[config.mk]
export PLATFORM = sky130hd
export DESIGN_NAME = scs_top
export DESIGN_NICKNAME = d
export VERILOG_FILES = /design/src/scs_pkg.sv /design/src/scs_top.sv
export SDC_FILE = /design/constraint.sdc
export NUM_CORES = 1
export LEC_CHECK = 0
export BUFFER_PORTS_ARGS = -buffer_cell sky130_fd_sc_hd__buf_2
export CAP_MARGIN = 20
export CORE_ASPECT_RATIO = 1.2
export CORE_UTILIZATION = 58
export CTS_BUF_LIST = sky130_fd_sc_hd__clkbuf_8
export DETAILED_ROUTE_END_ITERATION = 10
export HOLD_SLACK_MARGIN = 0.03
export PLACE_DENSITY = 0.83
export SYNTH_ARGS = -nofsm -noshare
export SYNTH_HDL_FRONTEND = slang
export SYNTH_SLANG_ARGS = --single-unit
[constraint.sdc]
create_clock -name SYS_CLK -period 3.3 [get_ports SYS_CLK]
set_input_delay 0.33 -clock SYS_CLK [delete_from_list [all_inputs] [get_ports SYS_CLK]]
set_output_delay 0.33 -clock SYS_CLK [all_outputs]
set_load 0.01 [all_outputs]
[src/scs_pkg.sv]
// Constants, types and the state record of the system clock source selector.
// Assumes a 25 MHz housekeeping clock; all times below are turned into cycles of it.
`default_nettype none

package scs_pkg;

    // ------------------------------------------------------------
    // Clock rate
    // ------------------------------------------------------------
    localparam int CLK_PERIOD_NS = 40;

    // ------------------------------------------------------------
    // Register word indices and field positions
    // ------------------------------------------------------------
    localparam logic [1:0] CTRL_IDX          = 2'h0;
    localparam logic [1:0] STAT_IDX          = 2'h1;
    localparam int         CTRL_MULT_BIT     = 7;
    localparam int         CTRL_FREQ_LSB     = 3;
    localparam int         CTRL_RSVD_BIT     = 2;
    localparam int         CTRL_SCS_LSB      = 0;
    localparam int         STAT_MULT_RDY_BIT = 6;
    localparam int         STAT_HF_RDY_BIT   = 4;
    localparam int         STAT_LF_RDY_BIT   = 1;
    localparam int         STAT_HF_STB_BIT   = 0;

    // ------------------------------------------------------------
    // Reset values and codes
    // ------------------------------------------------------------
    localparam logic [7:0] CTRL_RST       = 8'h38;
    localparam logic [3:0] FREQ_MULT_CODE = 4'hE;
    localparam logic [1:0] WAKE_EXT_EDGES = 2'h2;
    localparam logic [1:0] SWITCH_EDGES   = 2'h1;

    // ------------------------------------------------------------
    // Timing
    // ------------------------------------------------------------
    localparam int HF_START_NS   = 2000;
    localparam int HF_START_CYC  = (HF_START_NS + CLK_PERIOD_NS - 1) / CLK_PERIOD_NS;
    localparam int HF_SETTLE_NS  = 2000;
    localparam int HF_SETTLE_CYC = (HF_SETTLE_NS + CLK_PERIOD_NS - 1) / CLK_PERIOD_NS;
    localparam int WARM_NS       = 2000;
    localparam int WARM_CYC      = (WARM_NS + CLK_PERIOD_NS - 1) / CLK_PERIOD_NS;
    localparam int PLL_LOCK_NS   = 2000000;
    localparam int PLL_LOCK_CYC  = (PLL_LOCK_NS + CLK_PERIOD_NS - 1) / CLK_PERIOD_NS;

    // ------------------------------------------------------------
    // Oscillator indices into the sampled clock vector
    // ------------------------------------------------------------
    localparam int OSC_HF  = 0;
    localparam int OSC_LF  = 1;
    localparam int OSC_EXT = 2;

    typedef enum logic [1:0] {SRC_EXT, SRC_HF, SRC_MF, SRC_LF} scs_src_t;
    typedef enum logic [2:0] {ST_RUN, ST_SLEEP, ST_START, ST_OLD_EDGE, ST_NEW_EDGE} scs_fsm_t;

    typedef struct packed {
        logic [7:0]  ctrl;
        logic        wait_req;
        logic [31:0] rdata;
        logic [2:0]  sync1;
        logic [2:0]  sync2;
        logic [2:0]  prev;
        scs_src_t    cur_src;
        scs_src_t    tgt_src;
        scs_fsm_t    fsm;
        logic [15:0] cnt;
        logic [1:0]  edges;
        logic        warm;
        logic        hf_en;
        logic [15:0] hf_cnt;
        logic        hf_rdy;
        logic        hf_stb;
        logic        lf_en;
        logic        lf_rdy;
        logic [15:0] pll_cnt;
        logic        pll_rdy;
        logic        pll_act;
        logic        clk_out;
        logic [3:0]  freq_act;
        logic        busy;
    } scs_state_t;

endpackage

`default_nettype wire

[src/scs_top.sv]
// System clock source selector: control and status registers on Avalon-MM,
// oscillator enables, start-up timers and a glitch-free clock switch.
// Assumes the oscillator clocks arrive as pins, asynchronous to SYS_CLK.
//
// Contract
// - Select 00 uses configuration-word clock source
// - Select 1x uses internal frequency selection
// - Reset clears clock source select field
// - Hold off switch until new clock ready
// - Sleep wake onto internal waits warm-up; the code skips it while the multiplier is requested
// - Control bit 7 enables 4x multiplier
// - Bits 6..3 choose the internal frequency
// - Frequency select resets to 0111
// - Codes 1111..1000 come from high oscillator
// - Control bit 2 reads as zero
// - Status bit 6 shows multiplier ready
// - Status bit 4 shows high oscillator ready
// - Status bit 1 shows low oscillator ready
// - Status bit 0 shows high oscillator stable
// - Status bits 7,5,3,2 read zero, read-only
// - New oscillator: start, then await falling edge
// - Same oscillator change applies at once
// - Multiplier only for select 00, code 1110
`default_nettype none

module scs_top #(
    parameter int PLL_LOCK_CYC = scs_pkg::PLL_LOCK_CYC,
    parameter int WARM_CYC     = scs_pkg::WARM_CYC
) (
    input  wire logic        SYS_CLK,
    input  wire logic        RSTN,
    input  wire logic [1:0]  AV_ADDRESS,
    input  wire logic        AV_READ,
    input  wire logic        AV_WRITE,
    input  wire logic [31:0] AV_WRITEDATA,
    input  wire logic [3:0]  AV_BYTEENABLE,
    output logic      [31:0] AV_READDATA,
    output logic             AV_WAITREQUEST,
    input  wire logic        CFG_INTERNAL,
    input  wire logic        SLEEP,
    input  wire logic        HF_OSC_CLK,
    input  wire logic        LF_OSC_CLK,
    input  wire logic        EXT_CLK,
    output logic             CLK_OUT,
    output logic             HF_OSC_EN,
    output logic             LF_OSC_EN,
    output logic             MULT_ACTIVE,
    output logic      [1:0]  ACTIVE_SRC,
    output logic      [3:0]  ACTIVE_FREQ_SEL,
    output logic             SWITCH_BUSY
);

    localparam int HF_CYC = scs_pkg::HF_START_CYC;

    // ------------------------------------------------------------
    // Decoding helpers
    // ------------------------------------------------------------
    // Source chosen by the select and frequency fields
    function automatic scs_pkg::scs_src_t src_of(input logic [7:0] c, input logic cfg_int);
        logic [3:0] f;
        f = c[scs_pkg::CTRL_FREQ_LSB +: 4];
        if (!c[scs_pkg::CTRL_SCS_LSB + 1] && !cfg_int) begin
            src_of = scs_pkg::SRC_EXT;
        end else if (f[3]) begin
            src_of = scs_pkg::SRC_HF;
        end else if (f[3:1] == 3'h0) begin
            src_of = scs_pkg::SRC_LF;
        end else begin
            src_of = scs_pkg::SRC_MF;
        end
    endfunction

    // Physical oscillator behind a source; mid path is a postscaler of the high one
    function automatic int osc_of(input scs_pkg::scs_src_t s);
        unique case (s)
            scs_pkg::SRC_EXT: osc_of = scs_pkg::OSC_EXT;
            scs_pkg::SRC_LF:  osc_of = scs_pkg::OSC_LF;
            scs_pkg::SRC_HF,
            scs_pkg::SRC_MF:  osc_of = scs_pkg::OSC_HF;
        endcase
    endfunction

    scs_pkg::scs_state_t s_r;
    scs_pkg::scs_state_t s_nxt;
    scs_pkg::scs_src_t   tgt_w;
    logic                pll_req;
    logic [2:0]          fall;
    logic                new_rdy;
    logic                warm_need;
    logic [1:0]          need_edges;
    logic [7:0]          stat_w;

    // ------------------------------------------------------------
    // Next state
    // ------------------------------------------------------------
    always_comb begin
        s_nxt = s_r;
        tgt_w = src_of(s_r.ctrl, CFG_INTERNAL);
        // Multiplier path exists only under config-word source at 8 MHz
        pll_req = s_r.ctrl[scs_pkg::CTRL_MULT_BIT] && CFG_INTERNAL
               && (s_r.ctrl[scs_pkg::CTRL_SCS_LSB +: 2] == 2'h0)
               && (s_r.ctrl[scs_pkg::CTRL_FREQ_LSB +: 4] == scs_pkg::FREQ_MULT_CODE);
        fall = s_r.prev & ~s_r.sync2;
        stat_w = 8'h00;
        stat_w[scs_pkg::STAT_MULT_RDY_BIT] = s_r.pll_rdy;
        stat_w[scs_pkg::STAT_HF_RDY_BIT] = s_r.hf_rdy;
        stat_w[scs_pkg::STAT_LF_RDY_BIT] = s_r.lf_rdy;
        stat_w[scs_pkg::STAT_HF_STB_BIT] = s_r.hf_stb;

        // Pin sampling; the first stage is never looked at
        s_nxt.sync1 = {EXT_CLK, LF_OSC_CLK, HF_OSC_CLK};
        s_nxt.sync2 = s_r.sync1;
        s_nxt.prev = s_r.sync2;

        // Bus slave: one wait cycle, then a single-cycle answer
        s_nxt.wait_req = 1'b1;
        if ((AV_READ || AV_WRITE) && s_r.wait_req) begin
            s_nxt.wait_req = 1'b0;
            s_nxt.rdata = 32'h0000_0000;
            if (AV_READ && AV_ADDRESS == scs_pkg::CTRL_IDX) begin
                s_nxt.rdata[7:0] = s_r.ctrl;
            end else if (AV_READ && AV_ADDRESS == scs_pkg::STAT_IDX) begin
                s_nxt.rdata[7:0] = stat_w;
            end
            // Status index is not writable at all
            if (AV_WRITE && AV_ADDRESS == scs_pkg::CTRL_IDX && AV_BYTEENABLE[0]) begin
                s_nxt.ctrl = AV_WRITEDATA[7:0];
                s_nxt.ctrl[scs_pkg::CTRL_RSVD_BIT] = 1'b0;
            end
        end

        // High oscillator: start-up, then settle to stable
        s_nxt.hf_en = !SLEEP && (pll_req || osc_of(s_r.cur_src) == scs_pkg::OSC_HF
                   || (s_r.busy && osc_of(s_r.tgt_src) == scs_pkg::OSC_HF));
        // Ready and stable fall with the enable, so status never outlives the oscillator
        if (!s_r.hf_en || !s_nxt.hf_en) begin
            s_nxt.hf_cnt = 16'h0000;
            s_nxt.hf_rdy = 1'b0;
            s_nxt.hf_stb = 1'b0;
        end else if (!s_r.hf_stb) begin
            s_nxt.hf_cnt = s_r.hf_cnt + 16'h0001;
            if (s_r.hf_cnt == 16'(scs_pkg::HF_START_CYC - 1)) begin
                s_nxt.hf_rdy = 1'b1;
            end
            if (s_r.hf_cnt == 16'(scs_pkg::HF_START_CYC + scs_pkg::HF_SETTLE_CYC - 1)) begin
                s_nxt.hf_stb = 1'b1;
            end
        end

        // Low oscillator: ready at its first falling edge once enabled
        s_nxt.lf_en = !SLEEP && (osc_of(s_r.cur_src) == scs_pkg::OSC_LF
                   || (s_r.busy && osc_of(s_r.tgt_src) == scs_pkg::OSC_LF));
        if (!s_r.lf_en) begin
            s_nxt.lf_rdy = 1'b0;
        end else if (fall[scs_pkg::OSC_LF]) begin
            s_nxt.lf_rdy = 1'b1;
        end

        // Multiplier lock timer
        if (!pll_req || !s_r.hf_rdy) begin
            s_nxt.pll_cnt = 16'h0000;
            s_nxt.pll_rdy = 1'b0;
        end else if (!s_r.pll_rdy) begin
            s_nxt.pll_cnt = s_r.pll_cnt + 16'h0001;
            if (s_r.pll_cnt == 16'(PLL_LOCK_CYC - 1)) begin
                s_nxt.pll_rdy = 1'b1;
            end
        end
        s_nxt.pll_act = pll_req && s_r.pll_rdy;

        // Switch sequencer
        unique case (osc_of(s_r.tgt_src))
            scs_pkg::OSC_HF: new_rdy = s_r.hf_rdy;
            scs_pkg::OSC_LF: new_rdy = s_r.lf_rdy;
            default:         new_rdy = 1'b1;
        endcase
        warm_need = s_r.warm && s_r.tgt_src != scs_pkg::SRC_EXT && !pll_req;
        need_edges = (s_r.warm && s_r.tgt_src == scs_pkg::SRC_EXT) ?
                     scs_pkg::WAKE_EXT_EDGES : scs_pkg::SWITCH_EDGES;
        unique case (s_r.fsm)
            scs_pkg::ST_RUN: begin
                s_nxt.clk_out = s_r.sync2[osc_of(s_r.cur_src)];
                if (SLEEP) begin
                    s_nxt.fsm = scs_pkg::ST_SLEEP;
                    s_nxt.clk_out = 1'b0;
                end else if (osc_of(tgt_w) == osc_of(s_r.cur_src)) begin
                    // Same oscillator: postscaler retap needs no start-up
                    s_nxt.cur_src = tgt_w;
                    s_nxt.freq_act = s_r.ctrl[scs_pkg::CTRL_FREQ_LSB +: 4];
                end else begin
                    s_nxt.fsm = scs_pkg::ST_START;
                    s_nxt.tgt_src = tgt_w;
                    s_nxt.cnt = 16'h0000;
                end
            end
            scs_pkg::ST_SLEEP: begin
                s_nxt.clk_out = 1'b0;
                if (!SLEEP) begin
                    s_nxt.fsm = scs_pkg::ST_START;
                    s_nxt.tgt_src = tgt_w;
                    s_nxt.warm = 1'b1;
                    s_nxt.cnt = 16'h0000;
                end
            end
            scs_pkg::ST_START: begin
                // Output follows the old clock while the new one starts, and stays low on wake from sleep
                s_nxt.clk_out = s_r.warm ? 1'b0 : s_r.sync2[osc_of(s_r.cur_src)];
                if (warm_need && s_r.cnt != 16'(WARM_CYC)) begin
                    s_nxt.cnt = s_r.cnt + 16'h0001;
                end else if (new_rdy) begin
                    s_nxt.edges = 2'h0;
                    s_nxt.fsm = s_r.warm ? scs_pkg::ST_NEW_EDGE : scs_pkg::ST_OLD_EDGE;
                end
            end
            scs_pkg::ST_OLD_EDGE: begin
                // Leave the old clock only on its falling edge, so no runt high phase
                s_nxt.clk_out = s_r.sync2[osc_of(s_r.cur_src)];
                if (fall[osc_of(s_r.cur_src)]) begin
                    s_nxt.fsm = scs_pkg::ST_NEW_EDGE;
                    s_nxt.clk_out = 1'b0;
                end
            end
            scs_pkg::ST_NEW_EDGE: begin
                s_nxt.clk_out = 1'b0;
                if (fall[osc_of(s_r.tgt_src)]) begin
                    s_nxt.edges = s_r.edges + 2'h1;
                    if (s_r.edges + 2'h1 == need_edges) begin
                        s_nxt.fsm = scs_pkg::ST_RUN;
                        s_nxt.cur_src = s_r.tgt_src;
                        s_nxt.freq_act = s_r.ctrl[scs_pkg::CTRL_FREQ_LSB +: 4];
                        s_nxt.warm = 1'b0;
                    end
                end
            end
        endcase
        s_nxt.busy = s_nxt.fsm != scs_pkg::ST_RUN;
    end

    // ------------------------------------------------------------
    // State register
    // ------------------------------------------------------------
    // Reset leaves select at 00 and starts on the external source, whatever the config word
    always_ff @(posedge SYS_CLK or negedge RSTN) begin
        if (!RSTN) begin
            s_r <= '0;
            s_r.ctrl <= scs_pkg::CTRL_RST;
            s_r.wait_req <= 1'b1;
            s_r.cur_src <= scs_pkg::SRC_EXT;
            s_r.tgt_src <= scs_pkg::SRC_EXT;
            s_r.fsm <= scs_pkg::ST_START;
            s_r.freq_act <= scs_pkg::CTRL_RST[scs_pkg::CTRL_FREQ_LSB +: 4];
            s_r.busy <= 1'b1;
        end else begin
            s_r <= s_nxt;
        end
    end

    // Outputs straight from the state register
    assign AV_READDATA     = s_r.rdata;
    assign AV_WAITREQUEST  = s_r.wait_req;
    assign CLK_OUT         = s_r.clk_out;
    assign HF_OSC_EN       = s_r.hf_en;
    assign LF_OSC_EN       = s_r.lf_en;
    assign MULT_ACTIVE     = s_r.pll_act;
    assign ACTIVE_SRC      = s_r.cur_src;
    assign ACTIVE_FREQ_SEL = s_r.freq_act;
    assign SWITCH_BUSY     = s_r.busy;

    // ------------------------------------------------------------
    // Assertions
    // ------------------------------------------------------------
    a_reset_values: assert property (@(posedge SYS_CLK) disable iff (!RSTN)
        $rose(RSTN) |-> s_r.ctrl == scs_pkg::CTRL_RST)
        else $error("control register not at reset value after reset");
    a_ctrl_bit2: assert property (@(posedge SYS_CLK) disable iff (!RSTN)
        (!AV_WAITREQUEST && AV_READ && AV_ADDRESS == scs_pkg::CTRL_IDX)
        |-> AV_READDATA[2] == 1'b0 && AV_READDATA[7:0] == s_r.ctrl)
        else $error("control readback wrong");
    a_stat_zero: assert property (@(posedge SYS_CLK) disable iff (!RSTN)
        (!AV_WAITREQUEST && AV_READ && AV_ADDRESS == scs_pkg::STAT_IDX)
        |-> AV_READDATA[7] == 1'b0 && AV_READDATA[5] == 1'b0 && AV_READDATA[3:2] == 2'h0)
        else $error("unimplemented status bits not zero");
    a_hf_start: assert property (@(posedge SYS_CLK) disable iff (!RSTN)
        $rose(s_r.hf_rdy) |-> $past(s_r.hf_en, HF_CYC) && $past(s_r.hf_en))
        else $error("high oscillator ready too early");
    a_hf_stable: assert property (@(posedge SYS_CLK) disable iff (!RSTN)
        s_r.hf_stb |-> s_r.hf_rdy && s_r.hf_en)
        else $error("stable without ready");
    a_lf_ready: assert property (@(posedge SYS_CLK) disable iff (!RSTN)
        $rose(s_r.lf_rdy) |-> $past(fall[scs_pkg::OSC_LF]) && $past(s_r.lf_en))
        else $error("low oscillator ready without a cycle");
    a_pll_lock: assert property (@(posedge SYS_CLK) disable iff (!RSTN)
        $rose(s_r.pll_rdy) |-> $past(s_r.pll_cnt) == 16'(PLL_LOCK_CYC - 1))
        else $error("multiplier ready before lock time");
    a_pll_gate: assert property (@(posedge SYS_CLK) disable iff (!RSTN)
        !pll_req |=> !MULT_ACTIVE ##1 !MULT_ACTIVE)
        else $error("multiplier active outside its setting");
    a_same_osc: assert property (@(posedge SYS_CLK) disable iff (!RSTN)
        (s_r.fsm == scs_pkg::ST_RUN && !SLEEP && tgt_w != s_r.cur_src)
        |=> s_r.cur_src == $past(tgt_w) || s_r.fsm == scs_pkg::ST_START)
        else $error("run state did not follow selection");
    a_switch_low: assert property (@(posedge SYS_CLK) disable iff (!RSTN)
        (s_r.fsm == scs_pkg::ST_NEW_EDGE) |=> !CLK_OUT || s_r.fsm == scs_pkg::ST_RUN)
        else $error("clock output high during switch");
    a_wait_pulse: assert property (@(posedge SYS_CLK) disable iff (!RSTN)
        !AV_WAITREQUEST |=> AV_WAITREQUEST)
        else $error("waitrequest low longer than one cycle");

endmodule

`default_nettype wire

==> results.yml, run 1 <==
placement:
  placed_area_sq_um: 5040
  io_buffers: 37
  hpwl_um: 6820
  gp_congestion: 0.851
power:
  pwr_density_cell_nw_per_um2: 636
  power_leakage_nw: 2.37
  vdd_ir_drop_max_uv: 284
  finalPower_mw: 3.33
sta:
  whs_ps: 77.1
  setup_viol_count_final: 0
  drv_slew: 0
  max_slew_margin_pct: 32.8
  min_period_ps: 3020
  fin_setup_tns_ps: 0
  finalCritPeriodShare_pct: 91.4
  hold_violations: 0
  worst_pin_slew_ps: 1000
  rsz0062_at_grt: "false"
  clock.fmax_mhz: 332
  clock_skew_ps: 14.9
cts:
  h-tree-depth: 3
  post_cts_resized: 0
  postCtsSetupBuffers: 0
  clk_pin_slew_ps: 100
  cts_max_path_buffers: 2
  worstSkewPairLatency_ps: 360
  numCtsBuffers: 9
  cts_hold_buf: 1
  cts_tree: "done"
  cts_sinks: 95
  root_buffer: "clkbuf_8"
synthesis:
  syn_inst: 502
  synth_area_leaders: "dfrtp_1, buf_4, xor2_1"
  yosys_warnings: 0
  syn_avg_cell_area_sq_um: 9.81
  synth-seq-area-share_pct: 48.5
  ys_ff_latch: 95
  synth_edf_count: 0
  synth_top_area_share_pct: 43.7
  synth_flop_cell: "dfrtp_1"
  synthArstFlopShare_pct: 100
  yosysTopAreaCell: "dfrtp_1"
  synth_cell_type_count: 52
  netlist_area_sq_um: 4920
critical_path:
  worstSetupPathType: "reg -> reg"
  crit_required_ps: 3550
  crit_chain: "inv_1, ha_1, nor2_1, and3b_1, or3_4, and3_1, or4_4, nor3_4, mux2_2"
  worstSetupStartpointType: "flip-flop"
  cpMaxStageDelayCell: "or4_4"
  crit_path_max_fanout: 8
  slowest_delay_ps: 550
  critPathArrivalTime_ps: 3270
  cp-end-kind: "flip-flop"
floorplan:
  num_io_pins: 91
  die_x_um: 86.1
  die_h_um: 103
  start_util_pct: 60.1
  rows: 36
  die_area_sq_um: 8860
  core_area_sq_um: 8200
routing:
  vias_per_cell: 5.49
  wl_per_cell_um: 14.8
  postRouteAntennaNets: 0
  drtIter0Drc: 187
  drc: 0
  dr_total_vias: 3549
  dr.pass1.iters: 5
  routed_wl_um: 9550
cells_and_area:
  fillers: 637
  antenna_cells: 0
  final_cell_mix: "dfrtp_1, nor2_1, nand2_1"
  area.growth.synth_to_final_pct: 6.17
  multiInputGateArea_sq_um: 2250
  final_common_cell: "dfrtp_1"
  drive_gt1_share_pct: 15.6
  final_nets: 587
  fin_area_sq_um: 5230
  seqCellArea_sq_um: 2390
global_routing:
  grt_max_degree: 49
  grt_pass1_wl_um: 15500
  grt_pass1_vias: 3374
  antenna_found_initial: 0
  grt_use_total_pct: 22.6
  gr-total-overflow: 0
min_path:
  hp-class: "in -> reg"
outcome:
  status: "finished clean"
run:
  drv_cap: 0
[routing by layer]
metal  global-route usage [%]  wire length [um]  vias to the layer above
met5                        0                 0                        -
met3                     4.96               449                       19
met1                     26.6              3950                     1734
met4                     9.62               177                        0
met2                     40.0              4970                       86
li1                         -                 -                     1710
[worst max-delay path: cells and delay by family (launching register included)]
family / cells / cell delay, ps
fa+ha+maj: 1 / 320
buf+inv: 1 / 80
flops: 1 / 440
mux: 1 / 390
simple gates: 6 / 1670
[cells in the mapped netlist (all sizes together), types with 2 or more instances]
cell type	number
dfrtp	86
nor2	67
nand2	45
buf	38
xor2	30
o21ai	17
nand3	16
a21oi	14
nand2b	14
nor3	14
inv	13
mux2	13
clkbuf	12
ha	12
xnor2	10
and3	9
dfstp	9
nand4	9
nor2b	8
nor4	8
mux2i	7
a22o	5
or3	5
a31oi	4
a22oi	3
and2	3
o31ai	3
or4	3
a21boi	2
a221o	2
and4b	2
nor3b	2
nor4b	2
or3b	2
[registers in the layout, indices dropped and copies added (netlist names)]
register         cells
ACTIVE_FREQ_SEL      4
MULT_ACTIVE          1
AV_WAITREQUEST       1
ACTIVE_SRC           2
LF_OSC_EN            1
s_r                 70
CLK_OUT              1
SWITCH_BUSY          1
HF_OSC_EN            1
s_nxt                6
AV_READDATA          7
[cells by family (layout without fill, tap and decap cells)]
logic type,Yosys count,in the layout,share of synthesized area [%]
xor+xnor,40,40,7.11
fa+ha+maj,12,12,3.05
other cells,1,25,0.0761
compound gates,57,57,7.29
mux,20,20,4.40
flops,95,95,48.5
simple gates,214,214,21.9
buf+inv,63,70,7.70
[report_power, final]
part	switching [mW]	internal, mW
Sequential	0.193	1.36
Clock	0.419	0.298
Combinational	0.597	0.464
Total	1.21	2.12
[per-stage QoR]
stage | setup WS (ps) | util (%) | std cells
global placement | 384 | 61.4 | 630
floorplan | 436 | - | 526
detailed placement | 306 | 61.4 | 630
global route | 142 | 63.8 | 647
CTS | 286 | 63.8 | 647
finish | 284 | 63.8 | 647
[area by class of cell]
class | instances | area share [%]
multi-input cells | 368 | 43.0
inverters | 13 | 0.933
repair buffers | 41 | 4.21
well taps | 114 | 2.73
clock buffers | 10 | 2.63
clock inverters | 6 | 0.838
flip-flops and latches | 95 | 45.7
[worst paths after layout]
| path | from | to | slack [ps] | depth (start not counted) |
|---|---|---|---|---|
| max | ACTIVE_SRC[0]$_DFFE_PN0P_ | ACTIVE_SRC[0]$_DFFE_PN0P_ | 280 | 9 |
| min | HF_OSC_CLK | s_nxt[74]$_DFF_PN0_ | 80 | 1 |
| max reg2reg | ACTIVE_SRC[0]$_DFFE_PN0P_ | ACTIVE_SRC[0]$_DFFE_PN0P_ | 280 | 9 |
| min reg2reg | s_nxt[76]$_DFF_PN0_ | s_nxt[73]$_DFF_PN0_ | 380 | 0 |
| max in group asynchronous | RSTN | AV_WAITREQUEST$_DFF_PN1_ | 1970 | 3 |
| min in group asynchronous | RSTN | s_r[57]$_DFFE_PN0P_ | 510 | 2 |
Power figures use the tool's default switching activity.
==> run 2, diff against run 1 <==
--- a/config.mk
+++ b/config.mk
@@ -11,8 +11,8 @@
 export CORE_UTILIZATION = 58
 export CTS_BUF_LIST = sky130_fd_sc_hd__clkbuf_8
 export DETAILED_ROUTE_END_ITERATION = 10
-export HOLD_SLACK_MARGIN = 0.03
 export PLACE_DENSITY = 0.83
+export RECOVER_POWER = 50
 export SYNTH_ARGS = -nofsm -noshare
 export SYNTH_HDL_FRONTEND = slang
 export SYNTH_SLANG_ARGS = --single-unit
==> run 2 against run 1 <==
Final area is 0.50% lower. Critical path depth stayed put. Worst hold slack better by 1.2 ps. Clock power about the same. Core utilization decreased by 0.32 points. Cell count unchanged. Clock skew increased by 0.93 ps. Sequential share of layout area is 0.23 points higher. Clock-buffer cell count unchanged. Sequential cell count is the same. Routed wire length rose by 0.26%. Sequential power barely moved. Critical endpoint unchanged.
==> results.yml, run 2 (synthesis gave the netlist of run 1 again) <==
outcome:
  status: "finished clean"
routing:
  dr_total_vias: 3537
  vias_per_cell: 5.47
  routed_wl_um: 9570
  wl_per_cell_um: 14.8
  dr.pass1.iters: 4
  drtIter0Drc: 168
  postRouteAntennaNets: 0
  drc: 0
sta:
  fin_setup_tns_ps: 0
  worst_pin_slew_ps: 1150
  clock_skew_ps: 15.8
  min_period_ps: 3020
  drv_slew: 0
  clock.fmax_mhz: 331
  max_slew_margin_pct: 23.1
  rsz0062_at_grt: "false"
  hold_violations: 0
  finalCritPeriodShare_pct: 91.5
  setup_viol_count_final: 0
  whs_ps: 78.2
cells_and_area:
  top_register: "s_r"
  final_cell_mix: "dfrtp_1, nor2_1, nand2_1"
  drive_gt1_share_pct: 11.8
  fillers: 654
  final_common_cell: "dfrtp_1"
  final_nets: 587
  largest_reg_flops: 70
  seqCellArea_sq_um: 2390
  area.growth.synth_to_final_pct: 5.64
  fin_area_sq_um: 5200
  multiInputGateArea_sq_um: 2250
  antenna_cells: 0
power:
  power.internal_mw: 2.10
  switching_power_mw: 1.22
  power_leakage_nw: 2.30
  p_clk_share_pct: 21.7
  finalPower_mw: 3.31
  p_sw_share_pct: 36.7
  pwr_density_cell_nw_per_um2: 637
  vdd_ir_drop_max_uv: 283
  power_frac_seq_pct: 46.7
  combPwrFrac_pct: 31.6
critical_path:
  cpMaxStageDelayCell: "or4_4"
  crit_buf_inv: 1
  worstSetupStartpoint: "ACTIVE_SRC[0]$_DFFE_PN0P_"
  r2r_setup_slack_ps: 280
  cp-end-kind: "flip-flop"
  rr_worst_depth: 9
  slowest_delay_ps: 550
  crit_required_ps: 3550
  critPathTopFamily: "simple AND/OR/NAND/NOR gates"
  critPathArrivalTime_ps: 3270
  crit_end: "ACTIVE_SRC[0]$_DFFE_PN0P_"
  rr_startpoint: "ACTIVE_SRC[0]$_DFFE_PN0P_"
  worstSetupStartpointType: "flip-flop"
  crit_chain: "inv_1, ha_1, nor2_1, and3b_1, or3_4, and3_1, or4_4, nor3_4, mux2_2"
  worstSetupPathType: "reg -> reg"
  rr_endpoint: "ACTIVE_SRC[0]$_DFFE_PN0P_"
  path_depth: 9
  crit_path_max_fanout: 8
cts:
  postCtsSetupBuffers: 0
  root_buffer: "clkbuf_8"
  h-tree-depth: 3
  cts_sinks: 95
  post_cts_resized: 0
  worstSkewPairLatency_ps: 360
  clk_pin_slew_ps: 100
  cts_tree: "done"
  numCtsBuffers: 9
  cts_max_path_buffers: 2
placement:
  placed_area_sq_um: 5040
  gp_congestion: 0.851
  io_buffers: 37
  hpwl_um: 6820
global_routing:
  grt_use_total_pct: 22.6
  grt_pass1_vias: 3374
  antenna_found_initial: 0
  grt_max_degree: 49
  gr-total-overflow: 0
  grt_pass1_wl_um: 15500
run:
  drv_cap: 0
floorplan:
  die_h_um: 103
  rows: 36
  num_io_pins: 91
  core_area_sq_um: 8200
  die_x_um: 86.1
  start_util_pct: 60.1
  die_area_sq_um: 8860
min_path:
  hp-class: "in -> reg"
## run 2: power by group through the flow
stage                     Clock, mW  Sequential, mW  Combinational (mW)
after global placement            0            1.55                1.01
after global routing          0.787            1.57                1.17
after floorplan                   0            1.50               0.882
after CTS                     0.728            1.54                1.06
after detailed placement          0            1.57                1.06
final                         0.719            1.55                1.05
## run 2: routing by layer
| layer | vias to the layer above | track usage, % | share of wire [%] |
|---|---|---|---|
| met5 | - | 0 | 0 |
| met4 | 0 | 9.62 | 1.6 |
| met3 | 16 | 4.96 | 4.3 |
| met2 | 80 | 40.0 | 52 |
| met1 | 1729 | 26.6 | 42 |
| li1 | 1712 | - | - |
## run 2: layout make-up
type	instances	area share, %
Multi-Input combinational cell	368	43.2
Tap cell	114	2.74
Inverter	13	0.938
Timing Repair Buffer	41	3.73
Sequential cell	95	45.9
Clock inverter	6	0.842
Clock buffer	10	2.65
## run 2: worst min-delay path by stage
| stage | startpoint | end | slack (ps) | cells after the start |
|---|---|---|---|---|
| after CTS | HF_OSC_CLK | s_nxt[74]$_DFF_PN0_ | 60 | 1 |
| after floorplan | RSTN | ACTIVE_FREQ_SEL[3]$_DFFE_PN0P_ | 30 | 0 |
| final | HF_OSC_CLK | s_nxt[74]$_DFF_PN0_ | 80 | 1 |
| after global placement | s_nxt[75]$_DFF_PN0_ | s_nxt[72]$_DFF_PN0_ | 360 | 0 |
| after detailed placement | RSTN | s_r[54]$_DFFE_PN0P_ | 380 | 1 |
| after global routing | HF_OSC_CLK | s_nxt[74]$_DFF_PN0_ | 50 | 1 |
## run 2: what timing repair did
action	4_1_cts	5_1_grt
endpoints found under the hold margin	40	0
setup endpoints to repair	0	0
hold buffers	1	0
## run 2: stage by stage
step,util (%),setup WS [ps],instances
final,63.5,280,647
after global routing,63.5,140,647
after CTS,63.8,286,647
after detailed placement,61.4,306,630
after global placement,61.4,384,630
after floorplan,-,436,526
## run 2: worst reg2reg max path, delay by kind of cell, from the launching register on
family	cells	cell delay, ps
DFF	1	440
buffers and inverters	1	80
and+or+nand+nor	6	1680
muxes	1	390
adders and majority gates	1	320
==> run 3, diff against run 2 <==
--- a/config.mk
+++ b/config.mk
@@ -6,7 +6,7 @@
 export NUM_CORES = 1
 export LEC_CHECK = 0
 export BUFFER_PORTS_ARGS = -buffer_cell sky130_fd_sc_hd__buf_2
-export CAP_MARGIN = 20
+export CAP_MARGIN = 5
 export CORE_ASPECT_RATIO = 1.2
 export CORE_UTILIZATION = 58
 export CTS_BUF_LIST = sky130_fd_sc_hd__clkbuf_8
==> constraint.sdc (replaced) <==
create_clock -name SYS_CLK -period 2.85 [get_ports SYS_CLK]
set_input_delay 0.285 -clock SYS_CLK [delete_from_list [all_inputs] [get_ports SYS_CLK]]
set_output_delay 0.285 -clock SYS_CLK [all_outputs]
set_load 0.01 [all_outputs]
==> run 3 against run 2 <==
Clock skew down 7.8 ps. Clock power up 28%. Non-clock buffer count up 13. Routed wire length up 4.0%. Critical path depth up 1. Register-to-register slack worse by 220 ps. Clock-buffer cell count unchanged. Sequential power up 14%. Cell count up 2.0%.
==> results.yml, run 3 (synthesis gave the netlist of run 1 again) <==
floorplan:
  rows: 36
  die_area_sq_um: 8860
  start_util_pct: 60.1
  die_h_um: 103
  core_area_sq_um: 8200
  num_io_pins: 91
  die_x_um: 86.1
cts:
  cts_tree: "done"
  worstSkewPairLatency_ps: 360
  root_buffer: "clkbuf_8"
  numCtsBuffers: 9
  clk_pin_slew_ps: 90
  cts_max_path_buffers: 2
  cts_sinks: 95
  h-tree-depth: 3
power:
  p_clk_share_pct: 22.3
  power.internal_mw: 2.66
  vdd_ir_drop_max_uv: 368
  finalPower_mw: 4.13
  pwr_density_cell_nw_per_um2: 769
  power_frac_seq_pct: 42.8
  p_sw_share_pct: 35.5
  switching_power_mw: 1.47
  power_leakage_nw: 2.45
  combPwrFrac_pct: 35.0
critical_path:
  crit_path_max_fanout: 6
  cpMaxStageDelayCell: "or4_4"
  crit_required_ps: 3100
  rr_endpoint: "ACTIVE_SRC[0]$_DFFE_PN0P_"
  slowest_delay_ps: 550
  worstSetupStartpointType: "flip-flop"
  cp-end-kind: "flip-flop"
  worstSetupPathType: "reg -> reg"
  r2r_setup_slack_ps: 60
  rr_startpoint: "ACTIVE_SRC[0]$_DFFE_PN0P_"
  critPathArrivalTime_ps: 3040
  rr_worst_depth: 10
  crit_chain: "inv_1, ha_4, nor2_1, and3b_1, or3_4, and3_1, or4_4, nor3_4, buf_4, mux2_2"
placement:
  gp_congestion: 0.861
  post-place-ws_ps: 6.51
  placed_area_sq_um: 5120
  io_buffers: 37
  hpwl_um: 6800
  dp.cells: 640
sta:
  setup_viol_count_final: 0
  finalCritPeriodShare_pct: 97.8
  worst_pin_slew_ps: 1390
  fin_setup_tns_ps: 0
  min_period_ps: 2790
  whs_ps: 27.0
  max_slew_margin_pct: 7.25
  fin_ws_ps: 62.7
  drv_slew: 0
  hold_violations: 0
  clock.fmax_mhz: 359
  clock_skew_ps: 8.08
run:
  drv_cap: 0
cells_and_area:
  fin_util_pct: 65.5
  final_nets: 600
  area.growth.synth_to_final_pct: 9.07
  antenna_cells: 0
  drive_gt1_share_pct: 17.9
  stdcell_count: 660
  final_cell_mix: "dfrtp_1, nor2_1, nand2_1"
  final_common_cell: "dfrtp_1"
  largest_reg_flops: 70
  top_register: "s_r"
  fin_area_sq_um: 5370
routing:
  wl_per_cell_um: 15.1
  drc: 0
  routed_wl_um: 9960
  dr_total_vias: 3626
  drtIter0Drc: 205
  postRouteAntennaNets: 0
  dr.pass1.iters: 5
  vias_per_cell: 5.49
min_path:
  whs_path_depth: 1
  hp-class: "in -> reg"
  min_to: "s_nxt[76]$_DFF_PN0_"
  min_from: "EXT_CLK"
global_routing:
  grt_use_total_pct: 22.9
  grt_max_degree: 57
  grt_pass1_vias: 3381
  gr-total-overflow: 0
  antenna_found_initial: 0
  grt_pass1_wl_um: 15700
outcome:
  status: "finished clean"
run 3: what timing repair did:
item / 4_1_cts / 5_1_grt
hold endpoints to repair: 13 / 0
pin swaps: 1 / 0
endpoints found under the setup margin: 1 / 6
hold buffers: 1 / 0
setup buffers: 1 / 2
resized for setup: 0 / 4
run 3: layer usage:
metal | routed length [um] | GRT usage, % | up-vias
met5 | 0 | 0 | -
met4 | 178 | 8.85 | 0
met3 | 453 | 5.76 | 17
met2 | 5230 | 38.9 | 91
met1 | 4100 | 28.2 | 1789
li1 | - | - | 1729
run 3: power groups by stage:
| stage | clock [mW] | combinational (mW) | sequential [mW] |
|---|---|---|---|
| 2_1_floorplan | 0 | 1.02 | 1.74 |
| 3_3_place_gp | 0 | 1.29 | 1.77 |
| 3_5_place_dp | 0 | 1.34 | 1.79 |
| 4_1_cts | 0.939 | 1.37 | 1.76 |
| 5_1_grt | 0.993 | 1.57 | 1.80 |
| 6_report | 0.919 | 1.44 | 1.77 |
run 3: cell type report:
type	instances	area, sq um
clock inverter	6	66.3
inverter	13	48.8
tap	114	143
sequential	95	2390
fill	643	2830
timing repair buffer	54	328
multi-input combinational	368	2260
clock buffer	10	138
run 3: critical path: cells and delay by family (launching register included):
kind	cells	cell delay, ps
buffers and inverters	2	300
and+or+nand+nor	6	1450
DFF	1	430
muxes	1	340
adders and majority gates	1	160
run 3: worst max-delay path by stage:
| stage | startpoint | end | slack [ps] |
|---|---|---|---|
| 2_1_floorplan | ACTIVE_SRC[1]$_DFFE_PN0P_ | ACTIVE_FREQ_SEL[3]$_DFFE_PN0P_ | 80 |
| 3_3_place_gp | ACTIVE_SRC[0]$_DFFE_PN0P_ | ACTIVE_SRC[0]$_DFFE_PN0P_ | 110 |
| 3_5_place_dp | ACTIVE_SRC[0]$_DFFE_PN0P_ | ACTIVE_FREQ_SEL[3]$_DFFE_PN0P_ | 7 |
| 4_1_cts | ACTIVE_SRC[1]$_DFFE_PN0P_ | ACTIVE_SRC[0]$_DFFE_PN0P_ | 0.02 |
| 5_1_grt | ACTIVE_SRC[0]$_DFFE_PN0P_ | ACTIVE_FREQ_SEL[3]$_DFFE_PN0P_ | -20 |
| 6_report | ACTIVE_SRC[0]$_DFFE_PN0P_ | ACTIVE_SRC[0]$_DFFE_PN0P_ | 60 |
